$ cat config.mk
export PLATFORM = sky130hd
export DESIGN_NAME = efs_supervisor
export DESIGN_NICKNAME = d
export VERILOG_FILES = /design/src/efs_pkg.sv /design/src/efs_interval_timer.sv /design/src/efs_supervisor.sv
export SDC_FILE = /design/constraint.sdc
export NUM_CORES = 1
export LEC_CHECK = 0
export BUFFER_PORTS_ARGS = -buffer_cell sky130_fd_sc_hd__buf_2
export CORE_MARGIN = 8
export CORE_UTILIZATION = 54
export DETAILED_ROUTE_END_ITERATION = 10
export MAX_ROUTING_LAYER = met4
export PLACE_DENSITY = 0.77
export RECOVER_POWER = 50
export SETUP_SLACK_MARGIN = 0.15
export SYNTH_ARGS = -nofsm -noshare
export SYNTH_HDL_FRONTEND = slang
export SYNTH_HIERARCHICAL = 1
export SYNTH_SLANG_ARGS = --single-unit
$ cat constraint.sdc
create_clock -name aclk -period 3 [get_ports aclk]
set_input_delay 0.45 -clock aclk [delete_from_list [all_inputs] [get_ports aclk]]
set_output_delay 0.45 -clock aclk [all_outputs]
set_load 0.02 [all_outputs]
$ cat src/efs_pkg.sv
// Overview of operation
// - High condition: control signal above high threshold, default 1.00, step 0.01.
// - Low condition: field current at or below low threshold, default 0.10.
// - Open-field qualifying delay, default 3.000 s, set in 0.005 s steps.
// - Monitoring enabled and both conditions for whole delay: rectifier trip, excitation stop.
// - Alarm when power transistor temperature exceeds level, default 100, integer steps.
// - Over-temperature supervision always active; no enable can switch it off.
// - Internal breaker tripping enable, default off; off means no trip sequencing.
// - Enabled, machine circuit open, breaker OFF: run current down, then open breaker.
// - Inverter-mode run-down time, default 1.0 s, 0.1 s steps, before breaker opens.
// - After breaker trip, event if open status not seen within 0.5 s default.
// - Open-loop source selected: ramp control signal up or down, default 0.02 p.u./s.
`default_nettype none
package efs_pkg;
  localparam int CLK_PERIOD_NS = 5;
  localparam int T_BASE_NS = 5_000_000;
  localparam int CYC_BASE = T_BASE_NS / CLK_PERIOD_NS;
  localparam int T_BASE_MS = 5;
  localparam int T_RAMP_MS = 10;
  localparam int T_COARSE_MS = 100;
  localparam logic [4:0] TICKS_RAMP = 5'(T_RAMP_MS / T_BASE_MS);
  localparam logic [4:0] TICKS_COARSE = 5'(T_COARSE_MS / T_BASE_MS);

  localparam logic [7:0] OFF_CTRL = 8'h00;
  localparam logic [7:0] OFF_OF_HIGH = 8'h04;
  localparam logic [7:0] OFF_OF_LOW = 8'h08;
  localparam logic [7:0] OFF_OF_DELAY = 8'h0C;
  localparam logic [7:0] OFF_TEMP_LVL = 8'h10;
  localparam logic [7:0] OFF_INV_TIME = 8'h14;
  localparam logic [7:0] OFF_TRIP_SUP = 8'h18;
  localparam logic [7:0] OFF_RAMP_RATE = 8'h1C;
  localparam logic [7:0] OFF_STATUS = 8'h20;
  localparam logic [7:0] OFF_MASK = 8'h24;
  localparam logic [7:0] OFF_LIVE = 8'h28;
  localparam logic [7:0] OFF_RAMP_VAL = 8'h2C;

  // Thresholds in 0.01 units, delays in 5 ms, breaker times in 100 ms, rate in 0.01 p.u./s
  localparam logic [15:0] RST_OF_HIGH = 16'h0064;
  localparam logic [15:0] RST_OF_LOW = 16'h000A;
  localparam logic [15:0] RST_OF_DELAY = 16'h0258;
  localparam logic [7:0] RST_TEMP_LVL = 8'h64;
  localparam logic [15:0] RST_INV_TIME = 16'h000A;
  localparam logic [15:0] RST_TRIP_SUP = 16'h0005;
  localparam logic [7:0] RST_RAMP_RATE = 8'h02;
  // Ramp value in 0.0001 p.u., capped at 25.00 p.u.
  localparam logic [19:0] RAMP_MAX = 20'h3_D090;

  localparam int ST_OF_TRIP = 0;
  localparam int ST_TEMP = 1;
  localparam int ST_BRK_FAIL = 2;
  localparam int ST_BRK_OPEN = 3;
  localparam logic [3:0] RST_STATUS = 4'h0;

  typedef struct packed {
    logic [26:0] rsvd;
    logic ramp_down;
    logic ramp_up;
    logic open_loop_sel;
    logic trip_en;
    logic of_en;
  } efs_ctrl_t;
  localparam efs_ctrl_t RST_CTRL = '0;

  typedef enum logic [1:0] {BRK_IDLE, BRK_RUNDOWN, BRK_WAIT, BRK_DONE} efs_brk_t;

  typedef struct packed {
    logic [15:0] control_signal;
    logic [15:0] field_current;
    logic [7:0] temp;
  } efs_meas_t;
endpackage
`default_nettype wire

$ cat src/efs_interval_timer.sv
`default_nettype none
module efs_interval_timer (
  // Clock and reset
  input wire logic aclk,
  input wire logic aresetn,
  // Control
  input wire logic run,
  input wire logic tick,
  input wire logic [15:0] limit,
  // Result
  output logic done
);
  logic [15:0] cnt_reg;
  logic [15:0] cnt_next;

  assign done = run && (cnt_reg >= limit);
  // Dropping run clears the count, so only unbroken intervals reach the limit
  assign cnt_next = !run ? 16'h0000 : (tick && !done) ? cnt_reg + 16'h0001 : cnt_reg;

  always_ff @(posedge aclk) begin
    if (!aresetn) begin
      cnt_reg <= 16'h0000;
    end else begin
      cnt_reg <= cnt_next;
    end
  end
endmodule
`default_nettype wire

$ cat src/efs_supervisor.sv
// Added by the designer: register access over AXI4-Lite and the address map.
`default_nettype none
module efs_supervisor #(
  parameter int CYC_BASE = efs_pkg::CYC_BASE
) (
  // Clock and reset
  input wire logic aclk,
  input wire logic aresetn,
  // AXI4-Lite write
  input wire logic [7:0] awaddr,
  input wire logic awvalid,
  output var logic awready,
  input wire logic [31:0] wdata,
  input wire logic [3:0] wstrb,
  input wire logic wvalid,
  output var logic wready,
  output var logic [1:0] bresp,
  output var logic bvalid,
  input wire logic bready,
  // AXI4-Lite read
  input wire logic [7:0] araddr,
  input wire logic arvalid,
  output var logic arready,
  output var logic [31:0] rdata,
  output var logic [1:0] rresp,
  output var logic rvalid,
  input wire logic rready,
  // Measurements
  input wire efs_pkg::efs_meas_t meas,
  // Field breaker and machine circuit
  input wire logic breaker_off_cmd,
  input wire logic machine_circuit_open,
  input wire logic breaker_open_status,
  // Actions
  output var logic rectifier_trip,
  output var logic excitation_stop,
  output var logic excitation_rundown,
  output var logic breaker_trip,
  output var logic temp_alarm,
  output var logic [19:0] forced_control_signal,
  output var logic forced_active,
  output var logic irq
);
  efs_pkg::efs_ctrl_t ctrl_reg;
  logic [15:0] of_high_reg, of_low_reg, of_delay_reg, inv_time_reg, trip_sup_reg;
  logic [7:0] temp_lvl_reg, ramp_rate_reg;
  logic [3:0] status_reg, mask_reg, status_next;
  logic aw_free_reg, w_free_reg;
  logic [7:0] awaddr_reg;
  logic [31:0] wdata_reg;
  logic [3:0] wstrb_reg;
  efs_pkg::efs_brk_t brk_reg, brk_next;
  logic [19:0] base_cnt_reg;
  logic [4:0] ramp_div_reg, coarse_div_reg;
  logic [19:0] ramp_reg, ramp_next;

  function automatic logic [31:0] merge(input logic [31:0] old_v, input logic [31:0] new_v,
                                        input logic [3:0] strb);
    logic [31:0] m;
    m = {{8{strb[3]}}, {8{strb[2]}}, {8{strb[1]}}, {8{strb[0]}}};
    merge = (old_v & ~m) | (new_v & m);
  endfunction

  // Bus decode
  wire do_wr = !aw_free_reg && !w_free_reg && !bvalid;
  wire [31:0] wmask = merge(32'h0000_0000, wdata_reg, wstrb_reg);
  wire wr_ctrl = do_wr && (awaddr_reg == efs_pkg::OFF_CTRL);
  wire wr_high = do_wr && (awaddr_reg == efs_pkg::OFF_OF_HIGH);
  wire wr_low = do_wr && (awaddr_reg == efs_pkg::OFF_OF_LOW);
  wire wr_delay = do_wr && (awaddr_reg == efs_pkg::OFF_OF_DELAY);
  wire wr_temp = do_wr && (awaddr_reg == efs_pkg::OFF_TEMP_LVL);
  wire wr_inv = do_wr && (awaddr_reg == efs_pkg::OFF_INV_TIME);
  wire wr_sup = do_wr && (awaddr_reg == efs_pkg::OFF_TRIP_SUP);
  wire wr_rate = do_wr && (awaddr_reg == efs_pkg::OFF_RAMP_RATE);
  wire wr_status = do_wr && (awaddr_reg == efs_pkg::OFF_STATUS);
  wire wr_mask = do_wr && (awaddr_reg == efs_pkg::OFF_MASK);
  wire wr_hit = wr_ctrl || wr_high || wr_low || wr_delay || wr_temp || wr_inv || wr_sup || wr_rate
                || wr_status || wr_mask;

  // Base 5 ms tick and slower enables derived from it
  wire base_tick = (base_cnt_reg == 20'(CYC_BASE - 1));
  wire ramp_tick = base_tick && (ramp_div_reg == efs_pkg::TICKS_RAMP - 5'd1);
  wire coarse_tick = base_tick && (coarse_div_reg == efs_pkg::TICKS_COARSE - 5'd1);

  // Open-field detection
  wire hi_cond = meas.control_signal > of_high_reg;
  wire lo_cond = meas.field_current <= of_low_reg;
  wire of_qual = ctrl_reg.of_en && hi_cond && lo_cond;
  wire of_done;
  efs_interval_timer u_of_timer (
    .aclk(aclk),
    .aresetn(aresetn),
    .run(of_qual),
    .tick(base_tick),
    .limit(of_delay_reg),
    .done(of_done)
  );
  wire of_trip_evt = of_done;

  // Temperature check has no enable term on purpose
  wire temp_hot = meas.temp > temp_lvl_reg;

  // Breaker sequencing
  wire brk_start = ctrl_reg.trip_en && machine_circuit_open && breaker_off_cmd;
  wire inv_done, sup_done;
  efs_interval_timer u_inv_timer (
    .aclk(aclk),
    .aresetn(aresetn),
    .run(brk_reg == efs_pkg::BRK_RUNDOWN),
    .tick(coarse_tick),
    .limit(inv_time_reg),
    .done(inv_done)
  );
  efs_interval_timer u_sup_timer (
    .aclk(aclk),
    .aresetn(aresetn),
    .run(brk_reg == efs_pkg::BRK_WAIT),
    .tick(coarse_tick),
    .limit(trip_sup_reg),
    .done(sup_done)
  );
  wire brk_open_evt = (brk_reg == efs_pkg::BRK_WAIT) && breaker_open_status;
  wire brk_fail_evt = (brk_reg == efs_pkg::BRK_WAIT) && !breaker_open_status && sup_done;

  always_comb begin
    brk_next = brk_reg;
    case (brk_reg)
      efs_pkg::BRK_IDLE: if (brk_start) brk_next = efs_pkg::BRK_RUNDOWN;
      efs_pkg::BRK_RUNDOWN: if (inv_done) brk_next = efs_pkg::BRK_WAIT;
      efs_pkg::BRK_WAIT: if (brk_open_evt || brk_fail_evt) brk_next = efs_pkg::BRK_DONE;
      efs_pkg::BRK_DONE: if (!breaker_off_cmd) brk_next = efs_pkg::BRK_IDLE;
      default: brk_next = efs_pkg::BRK_IDLE;
    endcase
    if (!ctrl_reg.trip_en) brk_next = efs_pkg::BRK_IDLE;
  end

  // Test ramp
  wire ramp_on = ctrl_reg.open_loop_sel && ramp_tick;
  wire [20:0] ramp_sum = {1'b0, ramp_reg} + {13'h0000, ramp_rate_reg};
  wire ramp_lo = ramp_reg < {12'h000, ramp_rate_reg};
  always_comb begin
    ramp_next = ramp_reg;
    if (ramp_on && ctrl_reg.ramp_up && !ctrl_reg.ramp_down) begin
      ramp_next = (ramp_sum > {1'b0, efs_pkg::RAMP_MAX}) ? efs_pkg::RAMP_MAX : ramp_sum[19:0];
    end else if (ramp_on && ctrl_reg.ramp_down && !ctrl_reg.ramp_up) begin
      ramp_next = ramp_lo ? 20'h0_0000 : ramp_reg - {12'h000, ramp_rate_reg};
    end
  end

  // Sticky status; a new event outranks a clear in the same cycle
  wire [3:0] events = {brk_open_evt, brk_fail_evt, temp_hot, of_trip_evt};
  assign status_next = (status_reg & ~(wr_status ? wmask[3:0] : 4'h0)) | events;

  // Read mux
  wire [31:0] live_word = {21'h0_0000, forced_active, breaker_trip,
                           excitation_rundown, rectifier_trip, brk_reg, breaker_open_status,
                           temp_hot, lo_cond, hi_cond, of_qual};
  wire [31:0] rd_word =
    (araddr == efs_pkg::OFF_CTRL) ? ctrl_reg :
    (araddr == efs_pkg::OFF_OF_HIGH) ? {16'h0000, of_high_reg} :
    (araddr == efs_pkg::OFF_OF_LOW) ? {16'h0000, of_low_reg} :
    (araddr == efs_pkg::OFF_OF_DELAY) ? {16'h0000, of_delay_reg} :
    (araddr == efs_pkg::OFF_TEMP_LVL) ? {24'h00_0000, temp_lvl_reg} :
    (araddr == efs_pkg::OFF_INV_TIME) ? {16'h0000, inv_time_reg} :
    (araddr == efs_pkg::OFF_TRIP_SUP) ? {16'h0000, trip_sup_reg} :
    (araddr == efs_pkg::OFF_RAMP_RATE) ? {24'h00_0000, ramp_rate_reg} :
    (araddr == efs_pkg::OFF_STATUS) ? {28'h000_0000, status_reg} :
    (araddr == efs_pkg::OFF_MASK) ? {28'h000_0000, mask_reg} :
    (araddr == efs_pkg::OFF_LIVE) ? live_word :
    (araddr == efs_pkg::OFF_RAMP_VAL) ? {12'h000, ramp_reg} : 32'h0000_0000;
  wire rd_hit = (araddr <= efs_pkg::OFF_RAMP_VAL) && (araddr[1:0] == 2'b00);

  // Write channel
  always_ff @(posedge aclk) begin
    if (!aresetn) begin
      aw_free_reg <= 1'b1;
      w_free_reg <= 1'b1;
      awaddr_reg <= 8'h00;
      wdata_reg <= 32'h0000_0000;
      wstrb_reg <= 4'h0;
      bvalid <= 1'b0;
      bresp <= 2'b00;
    end else begin
      if (awvalid && aw_free_reg) begin
        aw_free_reg <= 1'b0;
        awaddr_reg <= awaddr;
      end
      if (wvalid && w_free_reg) begin
        w_free_reg <= 1'b0;
        wdata_reg <= wdata;
        wstrb_reg <= wstrb;
      end
      if (do_wr) begin
        bvalid <= 1'b1;
        bresp <= wr_hit ? 2'b00 : 2'b10;
      end else if (bvalid && bready) begin
        bvalid <= 1'b0;
        aw_free_reg <= 1'b1;
        w_free_reg <= 1'b1;
      end
    end
  end
  assign awready = aw_free_reg;
  assign wready = w_free_reg;

  // Read channel
  always_ff @(posedge aclk) begin
    if (!aresetn) begin
      arready <= 1'b1;
      rvalid <= 1'b0;
      rdata <= 32'h0000_0000;
      rresp <= 2'b00;
    end else if (arvalid && arready) begin
      arready <= 1'b0;
      rvalid <= 1'b1;
      rdata <= rd_word;
      rresp <= rd_hit ? 2'b00 : 2'b10;
    end else if (rvalid && rready) begin
      rvalid <= 1'b0;
      arready <= 1'b1;
    end
  end

  // Settings registers
  always_ff @(posedge aclk) begin
    if (!aresetn) begin
      ctrl_reg <= efs_pkg::RST_CTRL;
      of_high_reg <= efs_pkg::RST_OF_HIGH;
      of_low_reg <= efs_pkg::RST_OF_LOW;
      of_delay_reg <= efs_pkg::RST_OF_DELAY;
      temp_lvl_reg <= efs_pkg::RST_TEMP_LVL;
      inv_time_reg <= efs_pkg::RST_INV_TIME;
      trip_sup_reg <= efs_pkg::RST_TRIP_SUP;
      ramp_rate_reg <= efs_pkg::RST_RAMP_RATE;
      mask_reg <= 4'h0;
    end else begin
      if (wr_ctrl) ctrl_reg <= efs_pkg::efs_ctrl_t'(merge(ctrl_reg, wdata_reg, wstrb_reg) & 32'h0000_001F);
      if (wr_high) of_high_reg <= 16'(merge({16'h0000, of_high_reg}, wdata_reg, wstrb_reg));
      if (wr_low) of_low_reg <= 16'(merge({16'h0000, of_low_reg}, wdata_reg, wstrb_reg));
      if (wr_delay) of_delay_reg <= 16'(merge({16'h0000, of_delay_reg}, wdata_reg, wstrb_reg));
      if (wr_temp) temp_lvl_reg <= wstrb_reg[0] ? wdata_reg[7:0] : temp_lvl_reg;
      if (wr_inv) inv_time_reg <= 16'(merge({16'h0000, inv_time_reg}, wdata_reg, wstrb_reg));
      if (wr_sup) trip_sup_reg <= 16'(merge({16'h0000, trip_sup_reg}, wdata_reg, wstrb_reg));
      if (wr_rate) ramp_rate_reg <= wstrb_reg[0] ? wdata_reg[7:0] : ramp_rate_reg;
      if (wr_mask) mask_reg <= wstrb_reg[0] ? wdata_reg[3:0] : mask_reg;
    end
  end

  // Dividers, state, ramp and status
  always_ff @(posedge aclk) begin
    if (!aresetn) begin
      base_cnt_reg <= 20'h0_0000;
      ramp_div_reg <= 5'h00;
      coarse_div_reg <= 5'h00;
      brk_reg <= efs_pkg::BRK_IDLE;
      ramp_reg <= 20'h0_0000;
      status_reg <= efs_pkg::RST_STATUS;
    end else begin
      base_cnt_reg <= base_tick ? 20'h0_0000 : base_cnt_reg + 20'h0_0001;
      if (base_tick) begin
        ramp_div_reg <= (ramp_div_reg == efs_pkg::TICKS_RAMP - 5'd1) ? 5'h00 : ramp_div_reg + 5'd1;
        coarse_div_reg <= (coarse_div_reg == efs_pkg::TICKS_COARSE - 5'd1) ? 5'h00 : coarse_div_reg + 5'd1;
      end
      brk_reg <= brk_next;
      ramp_reg <= ramp_next;
      status_reg <= status_next;
    end
  end

  // Registered outputs; an open-field trip holds until its status bit is cleared
  always_ff @(posedge aclk) begin
    if (!aresetn) begin
      rectifier_trip <= 1'b0;
      excitation_stop <= 1'b0;
      excitation_rundown <= 1'b0;
      breaker_trip <= 1'b0;
      temp_alarm <= 1'b0;
      forced_control_signal <= 20'h0_0000;
      forced_active <= 1'b0;
      irq <= 1'b0;
    end else begin
      rectifier_trip <= of_trip_evt || (rectifier_trip && status_next[efs_pkg::ST_OF_TRIP]);
      excitation_stop <= of_trip_evt || (rectifier_trip && status_next[efs_pkg::ST_OF_TRIP]);
      excitation_rundown <= (brk_next != efs_pkg::BRK_IDLE);
      breaker_trip <= (brk_next == efs_pkg::BRK_WAIT) || (brk_next == efs_pkg::BRK_DONE);
      temp_alarm <= temp_hot;
      forced_control_signal <= ramp_next;
      forced_active <= ctrl_reg.open_loop_sel;
      irq <= |(status_next & mask_reg);
    end
  end

  // Checks
  logic [15:0] qual_ticks;
  always_ff @(posedge aclk) begin
    if (!aresetn || !of_qual) qual_ticks <= 16'h0000;
    else if (base_tick && qual_ticks != 16'hFFFF) qual_ticks <= qual_ticks + 16'h0001;
  end

  property p_hi_cause;
    @(posedge aclk) disable iff (!aresetn) $rose(rectifier_trip) |-> $past(meas.control_signal > of_high_reg);
  endproperty
  a_hi_cause: assert property (p_hi_cause) else $error("trip without high control signal");
  property p_lo_cause;
    @(posedge aclk) disable iff (!aresetn) $rose(rectifier_trip) |-> $past(meas.field_current <= of_low_reg);
  endproperty
  a_lo_cause: assert property (p_lo_cause) else $error("trip without low field current");
  property p_delay_met;
    @(posedge aclk) disable iff (!aresetn) $rose(rectifier_trip) |-> $past(qual_ticks) >= $past(of_delay_reg);
  endproperty
  a_delay_met: assert property (p_delay_met) else $error("open-field trip before delay");
  property p_trip_stop;
    @(posedge aclk) disable iff (!aresetn)
      ctrl_reg.of_en && of_qual && qual_ticks > of_delay_reg |=> rectifier_trip && excitation_stop;
  endproperty
  a_trip_stop: assert property (p_trip_stop) else $error("qualified open field did not trip");
  property p_restart;
    @(posedge aclk) disable iff (!aresetn) !of_qual && !rectifier_trip |=> !rectifier_trip;
  endproperty
  a_restart: assert property (p_restart) else $error("trip without qualifying interval");
  property p_temp;
    @(posedge aclk) disable iff (!aresetn) meas.temp > temp_lvl_reg |=> temp_alarm && status_reg[efs_pkg::ST_TEMP];
  endproperty
  a_temp: assert property (p_temp) else $error("over-temperature not flagged");
  property p_trip_dis;
    @(posedge aclk) disable iff (!aresetn) !ctrl_reg.trip_en |=> !breaker_trip && !excitation_rundown;
  endproperty
  a_trip_dis: assert property (p_trip_dis) else $error("breaker sequencing while disabled");
  property p_start;
    @(posedge aclk) disable iff (!aresetn) brk_reg == efs_pkg::BRK_IDLE && brk_start |=> excitation_rundown ##0 !breaker_trip;
  endproperty
  a_start: assert property (p_start) else $error("run-down did not start");
  property p_inv_time;
    @(posedge aclk) disable iff (!aresetn) $rose(breaker_trip) |-> $past(inv_done) && $past(brk_reg) == efs_pkg::BRK_RUNDOWN;
  endproperty
  a_inv_time: assert property (p_inv_time) else $error("breaker opened before run-down time");
  property p_sup;
    @(posedge aclk) disable iff (!aresetn)
      brk_reg == efs_pkg::BRK_WAIT && sup_done && !breaker_open_status |=> status_reg[efs_pkg::ST_BRK_FAIL];
  endproperty
  a_sup: assert property (p_sup) else $error("breaker failure event missing");
  property p_ramp;
    @(posedge aclk) disable iff (!aresetn)
      ramp_on && ctrl_reg.ramp_up && !ctrl_reg.ramp_down && ramp_sum <= {1'b0, efs_pkg::RAMP_MAX}
      |=> ramp_reg == $past(ramp_reg) + {12'h000, $past(ramp_rate_reg)};
  endproperty
  a_ramp: assert property (p_ramp) else $error("ramp step wrong");
  c_of_trip: cover property (@(posedge aclk) disable iff (!aresetn) $rose(rectifier_trip));
  c_brk_fail: cover property (@(posedge aclk) disable iff (!aresetn) brk_fail_evt);
  c_brk_open: cover property (@(posedge aclk) disable iff (!aresetn) brk_open_evt);
  c_temp: cover property (@(posedge aclk) disable iff (!aresetn) $rose(temp_alarm));
endmodule
`default_nettype wire

Word level (Yosys, flattened, before mapping). Cells that the tools add are included.

Reductions and logical operators: 76. Equality and inequality tests: 28. Bitwise gates (word level): 19. Mux-type cells: 39. Add/sub/neg operators: 8. $lt $le $gt $ge: 9.

Operators by type and width (number): two-way mux 20 bit (16); AND 16 bit (6); bitwise OR 16 bit (5); equality test 8 x 5 -> 1 bit (second input constant) (8); adder 16 x 1 -> 16 bit (second input constant) (3); equality test 8 x 6 -> 1 bit (second input constant) (6); >= comparator 16 bit (3); logical AND 1 bit (39); equality test 8 x 4 -> 1 bit (second input constant) (4); adder 20 x 8 -> 21 bit (1); greater-than comparator 21 x 18 -> 1 bit (second input constant) (1); adder 20 x 1 -> 20 bit (second input constant) (1); equality test 20 bit (second input constant) (1); less-than comparator 20 x 8 -> 1 bit (1); subtractor 20 x 8 -> 20 bit (1); equality test 8 x 3 -> 1 bit (second input constant) (2); greater-than comparator 16 bit (1); <= comparator 16 bit (1); logical NOT 8 bit (2); NOT 16 bit (1); two-way mux 2 bit (7); logical OR 1 bit (12); two-way mux 1 bit (12); AND reduction 2 bit (6); other kinds (21) (39).

Input bits: 102. Output and inout port bits: 68. Register bits: 282. Word-level logic and storage cells: 218.

Depth between registers and ports, before layout.
Depth after elaboration: 14. Gate-level depth with buffers: 17. Gate-level depth less buffers: 17.

Modules after synthesis. The synthesis kept the hierarchy.

Modules (own cells, without submodules): efs_supervisor (area an instance 11970.2 um^2, instances 1, cells each 1470, sequential area each 4404.2 um^2); efs_interval_timer (area an instance 1212.4 um^2, instances 3, cells each 150, sequential area each 320.3 um^2).

Least setup slack after synthesis. Ideal clock, no wire load.

Path kind: register to register. From: reg, netlist name forced_control_signal[0]. To: reg forced_control_signal[0]. Clock period less this slack: 3.297 ns. Path buffers: 0. Data arrival time: 3.227 ns. Stages on the path, launching flop included: 14. Path slack: -0.297 ns. Required time: 2.930 ns. Library setup time: 0.070 ns. Cells stage by stage: dfxtp_1 ha_1 inv_1 fa_1 o21ba_2 o31a_1 nand3_1 nor4bb_1 a31oi_1 nand4bb_1 a211oi_2 nor3_1 or4_1 a21oi_1.

RTL lines: end signal: assignment (line efs_supervisor.sv:287) `forced_control_signal <= ramp_next;`; end: declaration (line efs_supervisor.sv:40) `output var logic [19:0] forced_control_signal,`.

Worst setup path in the final report.
From: reg ramp_rate_reg[1]. To: reg forced_control_signal[9].

Word-level cells in the longest chain between the ends: 4. Elaborated cells between the ends (all ways): 8. Those cells by class: add/sub (2); order compare (2); mux (4).

RTL lines: start: declaration (line efs_supervisor.sv:46) `logic [7:0] temp_lvl_reg, ramp_rate_reg;`; start signal: assignment (line efs_supervisor.sv:234) `ramp_rate_reg <= efs_pkg::RST_RAMP_RATE;`; start signal: assignment (line efs_supervisor.sv:244) `if (wr_rate) ramp_rate_reg <= wstrb_reg[0] ? wdata_reg[7:0] : ramp_rate_reg;`; adder 20 x 8 -> 21 bit (tied with other cells) (line efs_supervisor.sv:139) `wire [20:0] ramp_sum = {1'b0, ramp_reg} + {13'h0000, ramp_rate_reg};`; greater-than comparator 21 x 18 -> 1 bit / two-way mux 20 bit (equally long branches) (line efs_supervisor.sv:144, efs_supervisor.sv:146); two-way mux 20 bit (on tied branches) (line efs_supervisor.sv:144, efs_supervisor.sv:145); two-way mux 20 bit * (line efs_supervisor.sv:143) `if (ramp_on && ctrl_reg.ramp_up && !ctrl_reg.ramp_down) begin`.

Every way passes the cells marked *; elsewhere a longest branch is shown, timed or not. The select of a mux whose other input is x is not followed. A chain may end at the register's enable or synchronous reset.

==> out/metrics.csv <==
stage;metric;value;unit
die;die height;186;µm
sta;final worst setup slack;-200;ps
status;failing checks;max-capacitance violations, max-slew violations, negative setup slack;
final_layout;final core occ;0.667;
run;maxcap violations;1;
synthesis;synth top area cells;dfxtp_1 34%, ha_1 8.9%, mux2i_1 7.3%;
drt;First-pass DRT Iterations;8;
place;number of I/O port buffers;137;
final_layout;nets;2388;
clock_network;Sink Count;268;
sta;RSZ-0062 raised after global routing;true;
synthesis;ys async rst share;0;
final_layout;Area Overhead vs Synth;22.1;%
min_path;Hold Path Class;in2reg;
sta;count of final setup violators;21;
drt;number of remaining DRC errors;0;
synthesis;commonest cells in the netlist;268 x dfxtp_1, 221 x nor2_1, 181 x nand2_1;
final_layout;antenna cell count;0;
sta;final hold vios;0;
clock_network;clk slew on worst S/H paths;60;ps
global_routing;first-pass GRT wire length;78.1;mm
drt;vias post-DR;15500;
clock_network;CTS Buf Count;31;
synthesis;Main synth FF type;dfxtp_1;
die;core area;0.0285;mm²
drt;Iter 0 DRT Violations;1290;
critical_path;startpoint type of the worst setup path;flop;
synthesis;post-synth top area share;0.344;
global_routing;Global Route Usage Sum;0.285;
die;row count;62;
die;die area;0.0346;mm²
drt;vias per cell;6.03;
clock_network;cts hold-fix bufs;0;
critical_path;Setup CP Type;reg2reg;
synthesis;Seq/Total Area, Yosys;0.344;
critical_path;Critical path destination;forced_control_signal[9];
global_routing;Overflow after GRT;0;
critical_path;Crit. Startpoint;ramp_rate_reg[1];
clock_network;root buffer cell;clkbuf_16;
final_layout;layout cells sized above 1;0.182;
sta;worst slew pin tran;1730;ps
place;HPWL after DPL;36.9;mm
status;status;finished, violations left;
power;pwr/cell area;435;mW/mm²
global_routing;antenna violations before repair;0;
power;Overall Power;0.00828;W
synthesis;#FFs+latches synth;268;
synthesis;most common cell in the netlist;dfxtp_1;
critical_path;Critical Path AT;3640;ps
synthesis;cell count after synthesis;1920;
critical_path;RR Endpoint;forced_control_signal[9];
clock_network;TritonCTS clock tree;built;
sta;worst-case hold slack;75.8;ps
drt;Total Wirelength;49.4;mm
synthesis;largest area contributor in the netlist;dfxtp_1;
clock_network;CTS H-tree lvls;1;
critical_path;CP endpoint kind;flop;
die;Starting Density;0.547;
critical_path;r2r setup slk;-200;ps
synthesis;synth warn;6;
critical_path;crit-path max FO;5;
synthesis;Post-synth EDFFs;0;
sta;fmax;312;MHz
synthesis;synthesized cell area;0.0156;mm²
die;die width;186;µm
drt;Post-DRT Antenna Nets;0;
sta;fin crit share;1.07;
sta;max-slew violation count;34;
die;Ports;170;
critical_path;reg2reg path depth;15;
sta;Min Clock Period, post-route;3200;ps
power;Peak VDD IR;0.000399;V
synthesis;number of unique standard cell types used by synthesis;85;
global_routing;vias in the first global route;15300;
drt;WL per Instance;19.1;µm
place;Placer Congestion;0.948;
critical_path;reg2reg start;ramp_rate_reg[1];
critical_path;WP data required;3440;ps
global_routing;largest net degree at the start of global routing;48;
power;Leak;7.49;nW
clock_network;Max Buffers Root-to-Sink;3;
synthesis;Mean Syn Cell Area;8.13;µm²
sta;Relative slew margins;-0.156;
clock_network;worst skew pair latency;590;ps
place;Post-DP Area;0.0176;mm²
sta;Post-Route Setup TNS;-2500;ps
sta;Post-Route Skew;40.7;ps
final_layout;Final Cell Area;0.0190;mm²
[worst max-delay path: stages, from the launching register on]
cell and delay (ps):
dfxtp_2 360, inv_4 50, ha_4 210, nand2b_4 140
a221o_2 430, mux2_4 330, a2111oi_4 350, buf_4 180
nor2_1 50, nand4bb_1 120, a211oi_2 90, buf_4 150
o21ai_4 160, buf_12 140, a31oi_1 40, o221a_2 280
[power breakdown]
| part | total [W] | switching [W] | internal (W) |
|---|---|---|---|
| combinational | 0.000450 | 0.000289 | 0.000160 |
| clock | 0.00417 | 0.00162 | 0.00256 |
| sequential | 0.00366 | 0.0000632 | 0.00359 |
| total | 0.00828 | 0.00197 | 0.00631 |
[cells by family after synthesis]
kind of cell / share of synthesized area
AOI/OAI and AO/OA: 0.198
xor gates and xnor gates: 0.0185
adders and majority gates: 0.0916
buffers and inverters: 0.0610
DFF: 0.344
muxes: 0.0753
other: 0.000240
and+or+nand+nor: 0.212
[worst min path at each step]
stage                       to  slack, ps       startpoint  depth (start not counted)
2_1_floorplan  base_cnt_reg[0]        430  base_cnt_reg[0]                          1
3_3_place_gp         rdata[16]        430        rdata[16]                          2
3_5_place_dp   base_cnt_reg[0]        450  base_cnt_reg[0]                          1
4_1_cts                 wready         60           wvalid                          2
5_1_grt                 wready         90           wvalid                          2
6_report                wready         80           wvalid                          2
[area by class of cell]
class / count / area [µm²]
Clock buffer: 34 / 807
Clock inverter: 21 / 324
Fill cell: 2434 / 9500
Inverter: 126 / 478
Multi-Input combinational cell: 1436 / 9640
Sequential cell: 268 / 5390
Tap cell: 384 / 480
Timing Repair Buffer: 310 / 1940
[through the flow]
stage,worst slack [ps],std cells
after floorplan,-21.2,1933
after global placement,-284,2506
after detailed placement,-322,2506
after CTS,-180,2575
after global routing,-371,2579
final,-200,2579
[routing by layer]
metal | routed length (µm) | vias to the layer above | share of wire | global-route usage
li1 | - | 7373 | - | -
met1 | 20200 | 7364 | 0.41 | 0.344
met4 | 1740 | 0 | 0.035 | 0.101
met5 | 0 | - | 0 | -
met3 | 3990 | 134 | 0.081 | 0.0453
met2 | 23500 | 678 | 0.48 | 0.477
[what timing repair did]
action,in CTS,in global routing
gates resized for setup,48,30
pin swaps,14,8
endpoints found under the setup margin,42,38
cloned,1,0
hold endpoints to repair,0,0
setup buffers,13,4
[layout by cell type (no fill, tap or decap), types with 45 or more instances in the layout]
cell type  Yosys  final
inv_1        125    121
o21ai_0       95     89
buf_2          5     90
clkbuf_1      74     63
dfxtp_1      268    259
mux2i_1      114    114
nand2_1      181    179
nor2_1       221    213
nand3_1       48     45
buf_4         15    151
a21oi_1      171    159
ha_1         111    107
Note: power is estimated with default switching activity, not from simulation.
